===== src/rtl/robot_io_consts.svh =====
// constants of the robot system i/o sequencing link
// assumes a 10 MHz controller clock shared by both ends
`ifndef ROBOT_IO_CONSTS_SVH
`define ROBOT_IO_CONSTS_SVH
`define CLK_PERIOD_NS 100
// least instantaneous stop pulse, milliseconds
`define ISTOP_PULSE_MS 50
`define ISTOP_PULSE_CYC ((`ISTOP_PULSE_MS * 1000000 + `CLK_PERIOD_NS - 1) / `CLK_PERIOD_NS)
// least lead of clear/reset ahead of a start, milliseconds
`define LEAD_MS 1
`define LEAD_CYC ((`LEAD_MS * 1000000 + `CLK_PERIOD_NS - 1) / `CLK_PERIOD_NS)
// step length of the simulated motion, in cycles
`define STEP_CYC 16
// steps in one program cycle
`define PROG_STEPS 8
// continue-not-permitted error code
`define ERR_CONT_NOT_PERMIT 16'h27A8
`define CNT_W 20
`endif


===== src/rtl/robot_io_pkg.sv =====
// types shared by both ends of the robot system i/o link
// assumes robot_io_consts.svh for all figures
package robot_io_pkg;
  typedef enum logic [2:0] {
    RUN_IDLE,
    RUN_STEP,
    RUN_HALT_STEP,
    RUN_HALT_NOW,
    RUN_FAIL
  } run_state_t;
  typedef enum logic [2:0] {
    SEQ_IDLE,
    SEQ_CLEAR_LEAD,
    SEQ_PREP,
    SEQ_WAIT_EXT,
    SEQ_RUN,
    SEQ_WAIT_FAIL_OFF
  } seq_state_t;
endpackage


===== src/rtl/robot_io_if.sv =====
// level signals between the external sequencer and the robot controller
// assumes both ends share one clock; no tristate wires
`timescale 1ns/1ns
interface robot_io_if;
  logic step_stop_n;
  logic inst_stop_n;
  logic fail_clear;
  logic prep_start;
  logic motor_power_request;
  logic cal_request;
  logic full_speed_request;
  logic external_mode_request;
  logic interrupt_skip;
  logic continue_start;
  logic prog_start;
  logic prog_reset;
  logic [3:0] prog_num;
  logic robot_running;
  logic robot_failure;
  logic external_mode;
  logic cycle_end;
  logic [15:0] error_code;
  modport device (
    input step_stop_n, inst_stop_n, fail_clear, prep_start, motor_power_request,
    input cal_request, full_speed_request, external_mode_request, interrupt_skip,
    input continue_start, prog_start, prog_reset, prog_num,
    output robot_running, robot_failure, external_mode, cycle_end, error_code
  );
  modport host (
    output step_stop_n, inst_stop_n, fail_clear, prep_start, motor_power_request,
    output cal_request, full_speed_request, external_mode_request, interrupt_skip,
    output continue_start, prog_start, prog_reset, prog_num,
    input robot_running, robot_failure, external_mode, cycle_end, error_code
  );
endinterface


===== src/rtl/robot_io_device.sv =====
// controller end: sequences stop, resume, failure clear, skip and mode inputs
// assumes a PLC-like sequencer on the interface; inputs other than prog_num, INTERRUPT_REGION_I, CONT_PERMIT_I and FAIL_RESET_CLR_I pass 3-flop sync
// Operation
// step stop fall: finish step, halt, running off
// after step stop stay external, resume on start
// step stop off at start: single steps
// pendant allowed only after step stop fall
// instant stop fall: halt mid step, running off
// after instant stop keep mode, resume on start
// pendant allowed only after instant stop fall
// sequencer holds instant stop 50 ms minimum
// failure clear plus prep start leaves failure
// failure clear masks the four prep requests
// sequencer drops clear after failure output off
// sequencer raises clear 1 ms before prep
// skip during interruptible motion aborts current step
// sequencer keeps reset or start off on skip
// skip treats start as dropped, restart program
// continue start acts only in external mode
// continue start resumes halted program, ignores number
// continue without permission raises error code
// prep with all requests enters external auto
// start while step stopped resumes next step
// sequencer gives reset 1 ms before start
// inputs are levels, edges from synced samples
`timescale 1ns/1ns
`include "robot_io_consts.svh"
module robot_io_device
  import robot_io_pkg::*;
#(
  parameter int STEP_CYC = `STEP_CYC,
  parameter int PROG_STEPS = `PROG_STEPS
)
(
  input wire logic REF_CLK_I,
  input wire logic ARST_N_I,
  robot_io_if.device io,
  input wire logic FAULT_I,
  input wire logic INTERRUPT_REGION_I,
  input wire logic CONT_PERMIT_I,
  input wire logic FAIL_RESET_CLR_I,
  output logic PENDANT_OK_O,
  output logic [3:0] ACTIVE_PROG_O,
  output logic [3:0] STEP_O
);
  localparam int NIN = 10;
  // ***************************************************************
  // state
  // ***************************************************************
  typedef struct packed {
    logic [NIN-1:0] s1;
    logic [NIN-1:0] s2;
    logic [NIN-1:0] s3;
    logic [NIN-1:0] lvl;
    run_state_t st;
    logic [7:0] cnt;
    logic [3:0] step;
    logic [3:0] prog;
    logic halted;
    logic ext;
    logic run;
    logic fail;
    logic cyc_end;
    logic pend_ok;
    logic [15:0] err;
  } dev_state_t;
  dev_state_t q, d;
  logic [NIN-1:0] raw;
  logic [NIN-1:0] rise;
  logic [NIN-1:0] fall;
  logic [NIN-1:0] nlvl;
  logic start_rise;
  logic prep_ok;
  logic last_step;
  // input bit order
  localparam int I_SS = 0;
  localparam int I_IS = 1;
  localparam int I_FC = 2;
  localparam int I_PP = 3;
  localparam int I_SK = 4;
  localparam int I_CS = 5;
  localparam int I_ST = 6;
  localparam int I_RS = 7;
  localparam int I_RQ = 8;
  localparam int I_FL = 9;
  assign raw = {FAULT_I,
                io.motor_power_request & io.cal_request & io.full_speed_request &
                io.external_mode_request,
                io.prog_reset, io.prog_start, io.continue_start, io.interrupt_skip,
                io.prep_start, io.fail_clear, io.inst_stop_n, io.step_stop_n};
  // ***************************************************************
  // next state
  // ***************************************************************
  always_comb
  begin
    d = q;
    d.s1 = raw;
    d.s2 = q.s1;
    d.s3 = q.s2;
    // level changes once stages two and three agree
    nlvl = q.lvl;
    for (int i = 0; i < NIN; i++)
    begin
      if (q.s2[i] == q.s3[i])
        nlvl[i] = q.s3[i];
    end
    d.lvl = nlvl;
    rise = nlvl & ~q.lvl;
    fall = ~nlvl & q.lvl;
    last_step = (q.step == 4'(PROG_STEPS - 1));
    // skip makes start look dropped, so a held start re-arms
    start_rise = rise[I_ST] | (rise[I_SK] & nlvl[I_ST]);
    // failure clear masks the prep requests
    prep_ok = rise[I_PP] & nlvl[I_RQ] & ~nlvl[I_FC];
    d.cyc_end = 1'b0;
    // pendant only after step stop fall
    // or after instant stop fall
    if (fall[I_SS] || fall[I_IS])
      d.pend_ok = 1'b1;
    else if (rise[I_SS] && rise[I_IS])
      d.pend_ok = 1'b0;
    if (FAIL_RESET_CLR_I)
      d.err = 16'h0000;
    case (q.st)
      RUN_IDLE, RUN_HALT_STEP, RUN_HALT_NOW:
      begin
        if (start_rise && q.ext && nlvl[I_IS])
        begin
          // continue start only in external mode
          if (nlvl[I_CS] && q.ext)
          begin
            // continue without permission raises error
            if (!CONT_PERMIT_I)
              d.err = `ERR_CONT_NOT_PERMIT;
            // resume halted program, number ignored
            else if (q.halted)
            begin
              d.st = RUN_STEP;
              d.run = 1'b1;
              d.cnt = 8'h00;
            end
          end
          else if (q.halted && !nlvl[I_RS] && !rise[I_SK])
          begin
            // step stop resumes at next step
            // mode kept, program resumed
            if (q.st == RUN_HALT_STEP)
              d.step = last_step ? 4'h0 : q.step + 4'h1;
            d.st = RUN_STEP;
            d.run = 1'b1;
            d.cnt = 8'h00;
          end
          else
          begin
            d.prog = io.prog_num;
            d.step = 4'h0;
            d.st = RUN_STEP;
            d.run = 1'b1;
            d.cnt = 8'h00;
          end
          // a refused continue keeps the halted program for a later try
          if (d.st == RUN_STEP)
            d.halted = 1'b0;
        end
      end
      RUN_STEP:
      begin
        d.cnt = q.cnt + 8'h01;
        // instant stop halts mid step
        if (fall[I_IS])
        begin
          d.st = RUN_HALT_NOW;
          d.run = 1'b0;
          d.halted = 1'b1;
        end
        // skip aborts the step in an interrupt region
        else if (rise[I_SK] && INTERRUPT_REGION_I)
        begin
          d.cnt = 8'h00;
          d.step = last_step ? 4'h0 : q.step + 4'h1;
        end
        else if (q.cnt == 8'(STEP_CYC - 1))
        begin
          d.cnt = 8'h00;
          if (last_step)
          begin
            d.st = RUN_IDLE;
            d.run = 1'b0;
            d.step = 4'h0;
            d.cyc_end = 1'b1;
          end
          // step stop halts after the step ends
          else if (!nlvl[I_SS])
          begin
            d.st = RUN_HALT_STEP;
            d.run = 1'b0;
            d.halted = 1'b1;
          end
          else
            d.step = q.step + 4'h1;
        end
      end
      RUN_FAIL:
      begin
        d.ext = 1'b0;
        // clear plus prep leaves the failure state
        if (nlvl[I_FC] && rise[I_PP])
        begin
          d.fail = 1'b0;
          d.st = RUN_IDLE;
          d.halted = 1'b0;
        end
      end
      default:
        d.st = RUN_IDLE;
    endcase
    // a new failure wins over any step end or exit decided above
    if (rise[I_FL])
    begin
      d.fail = 1'b1;
      d.run = 1'b0;
      d.st = RUN_FAIL;
    end
    // prep with all requests enters external auto
    if (prep_ok && !d.fail)
      d.ext = 1'b1;
  end
  // ***************************************************************
  // registers
  // ***************************************************************
  always_ff @(posedge REF_CLK_I or negedge ARST_N_I)
  begin
    if (!ARST_N_I)
    begin
      q <= '0;
      q.st <= RUN_IDLE;
    end
    else
      q <= d;
  end
  // outputs straight from flops
  assign io.robot_running = q.run;
  assign io.robot_failure = q.fail;
  assign io.external_mode = q.ext;
  assign io.cycle_end = q.cyc_end;
  assign io.error_code = q.err;
  assign PENDANT_OK_O = q.pend_ok;
  assign ACTIVE_PROG_O = q.prog;
  assign STEP_O = q.step;
endmodule


===== src/flat_wrapper.sv =====
// flat-port wrapper written by rule: the top's interface ports become plain ports
module robot_io_device_flat import robot_io_pkg::*;
#(
  parameter int STEP_CYC = `STEP_CYC,
  parameter int PROG_STEPS = `PROG_STEPS
)
  (REF_CLK_I, ARST_N_I, FAULT_I, INTERRUPT_REGION_I, CONT_PERMIT_I, FAIL_RESET_CLR_I, PENDANT_OK_O, ACTIVE_PROG_O, STEP_O, io_step_stop_n, io_inst_stop_n, io_fail_clear, io_prep_start, io_motor_power_request, io_cal_request, io_full_speed_request, io_external_mode_request, io_interrupt_skip, io_continue_start, io_prog_start, io_prog_reset, io_prog_num, io_robot_running, io_robot_failure, io_external_mode, io_cycle_end, io_error_code);
  robot_io_if io_i ();
  input wire logic REF_CLK_I;
  input wire logic ARST_N_I;
  input wire logic FAULT_I;
  input wire logic INTERRUPT_REGION_I;
  input wire logic CONT_PERMIT_I;
  input wire logic FAIL_RESET_CLR_I;
  output logic PENDANT_OK_O;
  output logic [3:0] ACTIVE_PROG_O;
  output logic [3:0] STEP_O;
  input wire logic [$bits(io_i.step_stop_n)-1:0] io_step_stop_n;
  input wire logic [$bits(io_i.inst_stop_n)-1:0] io_inst_stop_n;
  input wire logic [$bits(io_i.fail_clear)-1:0] io_fail_clear;
  input wire logic [$bits(io_i.prep_start)-1:0] io_prep_start;
  input wire logic [$bits(io_i.motor_power_request)-1:0] io_motor_power_request;
  input wire logic [$bits(io_i.cal_request)-1:0] io_cal_request;
  input wire logic [$bits(io_i.full_speed_request)-1:0] io_full_speed_request;
  input wire logic [$bits(io_i.external_mode_request)-1:0] io_external_mode_request;
  input wire logic [$bits(io_i.interrupt_skip)-1:0] io_interrupt_skip;
  input wire logic [$bits(io_i.continue_start)-1:0] io_continue_start;
  input wire logic [$bits(io_i.prog_start)-1:0] io_prog_start;
  input wire logic [$bits(io_i.prog_reset)-1:0] io_prog_reset;
  input wire logic [$bits(io_i.prog_num)-1:0] io_prog_num;
  output wire logic [$bits(io_i.robot_running)-1:0] io_robot_running;
  output wire logic [$bits(io_i.robot_failure)-1:0] io_robot_failure;
  output wire logic [$bits(io_i.external_mode)-1:0] io_external_mode;
  output wire logic [$bits(io_i.cycle_end)-1:0] io_cycle_end;
  output wire logic [$bits(io_i.error_code)-1:0] io_error_code;
  assign io_i.step_stop_n = io_step_stop_n;
  assign io_i.inst_stop_n = io_inst_stop_n;
  assign io_i.fail_clear = io_fail_clear;
  assign io_i.prep_start = io_prep_start;
  assign io_i.motor_power_request = io_motor_power_request;
  assign io_i.cal_request = io_cal_request;
  assign io_i.full_speed_request = io_full_speed_request;
  assign io_i.external_mode_request = io_external_mode_request;
  assign io_i.interrupt_skip = io_interrupt_skip;
  assign io_i.continue_start = io_continue_start;
  assign io_i.prog_start = io_prog_start;
  assign io_i.prog_reset = io_prog_reset;
  assign io_i.prog_num = io_prog_num;
  assign io_robot_running = io_i.robot_running;
  assign io_robot_failure = io_i.robot_failure;
  assign io_external_mode = io_i.external_mode;
  assign io_cycle_end = io_i.cycle_end;
  assign io_error_code = io_i.error_code;
  robot_io_device #(.STEP_CYC(STEP_CYC), .PROG_STEPS(PROG_STEPS)) u_core (.REF_CLK_I(REF_CLK_I), .ARST_N_I(ARST_N_I), .io(io_i), .FAULT_I(FAULT_I), .INTERRUPT_REGION_I(INTERRUPT_REGION_I), .CONT_PERMIT_I(CONT_PERMIT_I), .FAIL_RESET_CLR_I(FAIL_RESET_CLR_I), .PENDANT_OK_O(PENDANT_OK_O), .ACTIVE_PROG_O(ACTIVE_PROG_O), .STEP_O(STEP_O));
endmodule

===== config.mk =====
export PLATFORM = sky130hd
export DESIGN_NAME = robot_io_device_flat
export DESIGN_NICKNAME = d
export VERILOG_FILES = /design/src/rtl/robot_io_pkg.sv /design/src/rtl/robot_io_if.sv /design/src/rtl/robot_io_device.sv /design/src/flat_wrapper.sv
export VERILOG_INCLUDE_DIRS = /design/src /design/src/rtl
export SDC_FILE = /design/constraint.sdc
export NUM_CORES = 1
export LEC_CHECK = 0
export BUFFER_PORTS_ARGS = -buffer_cell sky130_fd_sc_hd__buf_2
export CAP_MARGIN = 10
export CORE_MARGIN = 1.5
export CORE_UTILIZATION = 56
export DETAILED_ROUTE_END_ITERATION = 8
export PLACE_DENSITY = 0.79
export SLEW_MARGIN = 0
export SYNTH_ARGS = -nofsm -noshare
export SYNTH_HDL_FRONTEND = slang
export SYNTH_SLANG_ARGS = --single-unit

===== constraint.sdc =====
create_clock -name REF_CLK_I -period 2.47 [get_ports REF_CLK_I]
set_input_delay 0.3705 -clock REF_CLK_I [delete_from_list [all_inputs] [get_ports REF_CLK_I]]
set_output_delay 0.3705 -clock REF_CLK_I [all_outputs]
set_load 0.01 [all_outputs]

==> impl_metrics.env <==
export IMPL_worst_ep_required_time_ns=2.70
export IMPL_grt_max_degree=48
export IMPL_synthTopCellsByCount="81 x dfrtp_1, 24 x buf_4, 22 x nand2_1, 16 x o21ai_0, 10 x nor2_1"
export IMPL_root_buffer="clkbuf_8"
export IMPL_drcViolationCount=0
export IMPL_ys_ff_latch=81
export IMPL_synthCells=281
export IMPL_ys_flop_type="dfrtp_1"
export IMPL_cts_resized_gates=0
export IMPL_slew_violations=0
export IMPL_synth_largest_area_cell="dfrtp_1"
export IMPL_n_antenna_cell=0
export IMPL_avgSynthCellArea_um2=11.9
export IMPL_cts_max_path_buffers=2
export IMPL_drt_met1_wl_mm=2.66
export IMPL_r2r_start="u_core.q[35]"
export IMPL_fmax_mhz=476
export IMPL_synth_warnings=0
export IMPL_dr_wl_met2_mm=2.94
export IMPL_wirelength_mm=5.93
export IMPL_postCtsSetupBuffers=0
export IMPL_vias=2190
export IMPL_initial_core_util_pct=59.3
export IMPL_endpoint_kind="flop"
export IMPL_critPathLaunchType="flop"
export IMPL_area_growth_pct=12.3
export IMPL_cts_max_level=3
export IMPL_dp_cells=379
export IMPL_yosysMostFrequentCell="dfrtp_1"
export IMPL_fp_coreArea_um2=5640
export IMPL_wl_per_cell_um=15.0
export IMPL_syn_num_nets=305
export IMPL_first_pass_iters=4
export IMPL_worstMarginPinSlew_ns=0.672
export IMPL_final_area_um2=3750
export IMPL_fin_crit_ns=2.10
export IMPL_met3_length_um=202
export IMPL_max_slew_margin_pct=55.2
export IMPL_antenna_found_initial=0
export IMPL_worstPathMaxFanout=8
export IMPL_io_pins=51
export IMPL_maxCapViolCount=0
export IMPL_final_setup_skew_ns=0.0128
export IMPL_netlist_area_leader_share_pct=60.6
export IMPL_placed_area_um2=3530
export IMPL_power_leakage_nw=1.77
export IMPL_cp_data_arrival_time_ns=2.33
export IMPL_grt_pass1_vias=2195
export IMPL_reg2reg_depth=5
export IMPL_dp_hpwl_mm=4.28
export IMPL_grt_setup_unrepaired="false"
export IMPL_highest_layer="met4"
export IMPL_timing_hold_ws_ns=0.0134
export IMPL_crit_family="compound AO/OA/AOI/OAI gates"
export IMPL_vias_per_cell=5.54
export IMPL_final_seq_area_um2=2030
export IMPL_cp_slowest_cell="or4_4"
export IMPL_synth_top_family_by_area="compound AO/OA/AOI/OAI gates"
export IMPL_worst_path_stages=5
export IMPL_peakVddDrop_mv=0.541
export IMPL_crit_end="u_core.q[36]"
export IMPL_io_buffers=50
export IMPL_path_cells="or4_4 > o21ai_2 > a21oi_2 > a211o_1 > a22o_1"
export IMPL_die_x_um=80.3
export IMPL_clkTransAtPathRegs_ns=0.09
export IMPL_drive_gt1_share_pct=26.3
export IMPL_final_cell_count_no_fill=395
export IMPL_criticalPathCategory="flop to flop"
export IMPL_synthTopCellsByArea="dfrtp_1 61%, buf_4 5.4%, maj3_1 2.7%, nand2_1 2.5%, o21ai_0 2.4%"
export IMPL_setup_violations=0
export IMPL_cts_made_buffers=9
export IMPL_cts_tree="yes"
export IMPL_n_fill_cell=422
export IMPL_multi_input_area_um2=1080
export IMPL_crit_start="u_core.q[35]"
export IMPL_r2r_end="u_core.q[36]"
export IMPL_grt_pass1_wl_mm=10.0
export IMPL_slowest_delay_ns=0.60
export IMPL_synth_compound_area_share_pct=13.6
export IMPL_worst_path_buf_inv=0
export IMPL_syn_area_um2=3340
export IMPL_fp_dieArea_um2=6440
export IMPL_grt_ovfl_total=0
export IMPL_reg2reg_slack_ns=0.37
export IMPL_ys_seq_area_share_pct=60.6
export IMPL_hold_buffers=0
export IMPL_drtAntennaViolNets=0
export IMPL_synth_fa_ha_area_share_pct=3.44
export IMPL_nNetsFinal=342
export IMPL_hold_viol_final=0
export IMPL_drtIter0Drc=190
export IMPL_synthDistinctLibCells=51
export IMPL_status="completed"
export IMPL_cts_sinks=81
export IMPL_min_period_over_period_pct=85.0
export IMPL_insertion_delay_ns=0.35
export IMPL_track_usage_pct=20.7
export IMPL_synthArstFlopShare_pct=100
export IMPL_synth_edf_count=0
export IMPL_gp_congestion=0.834
export IMPL_power_density_nw_per_um2=753
export IMPL_tns_ns=0
export IMPL_synth_xor_area_share_pct=0
export IMPL_rows=27
export IMPL_fp_dieH_um=80.3
export IMPL_synth_mux_area_share_pct=1.65
export IMPL_synth_simple_gate_area_share_pct=13.6
export IMPL_hold_path_class="input pin to async pin"
## stage by stage
stage	worst slack, ns	util (%)	total power [mW]
floorplan	0.535	-	1.67
global placement	0.462	62.6	1.78
detailed placement	0.398	62.6	1.79
CTS	0.370	66.6	2.85
global route	0.287	66.6	2.96
finish	0.371	66.6	2.83
## final cells by class
class / count / share of cell area, %
multi-input cells: 161 / 28.8
clock inverters: 7 / 2.70
inverters: 9 / 0.900
repair buffers: 56 / 7.93
well taps: 72 / 2.40
flip-flops and latches: 81 / 54.0
clock buffers: 9 / 3.30
## worst reg2reg max path: cells and delay by family (launching register included)
| family | cells | cell delay (ns) |
|---|---|---|
| AND/OR/NAND/NOR | 1 | 0.60 |
| AO/OA/AOI/OAI | 4 | 0.95 |
| flip-flops | 1 | 0.44 |
## report_power, final
part / internal, mW / switching [mW] / leakage [nW]
combinational: 0.122 / 0.166 / 0.640
clock: 0.577 / 0.484 / 0.106
sequential: 1.41 / 0.0651 / 1.02
total: 2.11 / 0.716 / 1.77
## worst min-delay path by stage
stage | start | end | slack (ns) | depth (start not counted)
after floorplan | ARST_N_I | u_core.ACTIVE_PROG_O[0] | 0.07 | 0
after global placement | u_core.d[67] | u_core.d[57] | 0.33 | 0
after detailed placement | u_core.d[68] | u_core.d[58] | 0.33 | 0
after CTS | ARST_N_I | u_core.io.error_code[13] | 0.03 | 1
after global routing | ARST_N_I | u_core.io.error_code[5] | 0.05 | 1
final | ARST_N_I | u_core.io.error_code[5] | 0.01 | 1
## routing by layer
metal / GRT usage, % / up-vias
met1: 26.4 / 1087
met3: 4.32 / 11
met5: 0 / -
li1: - / 1053
met2: 33.9 / 39
met4: 9.83 / 0
## sequential cells by signal (all words and copies together) (netlist names)
signal / flops
u_core.io.robot_failure: 1
u_core.STEP_O: 4
u_core.d: 20
u_core.io.robot_running: 1
u_core.ACTIVE_PROG_O: 4
u_core.io.external_mode: 1
u_core.PENDANT_OK_O: 1
u_core.io.error_code: 16
u_core.q: 32
u_core.io.cycle_end: 1
## logic make-up (layout without fill, tap and decap cells)
group | count (synthesis) | after routing
buf+inv | 39 | 81
simple gates | 83 | 83
fa+ha+maj | 11 | 11
flops | 81 | 81
mux | 5 | 5
compound gates | 62 | 62
## cell usage in the layout (no fill, tap or decap), types with 5 or more instances in the layout
cell type / n
dfrtp_1: 81
buf_2: 49
nand2_1: 22
o21ai_0: 16
nor2_1: 10
maj3_1: 9
inv_1: 9
and2_1: 9
clkbuf_8: 9
a21oi_1: 8
nor3_1: 7
buf_4: 7
nand3_1: 5
and3_1: 5
o31ai_1: 5
a211oi_1: 5
Note: power is estimated with default switching activity, not from simulation.
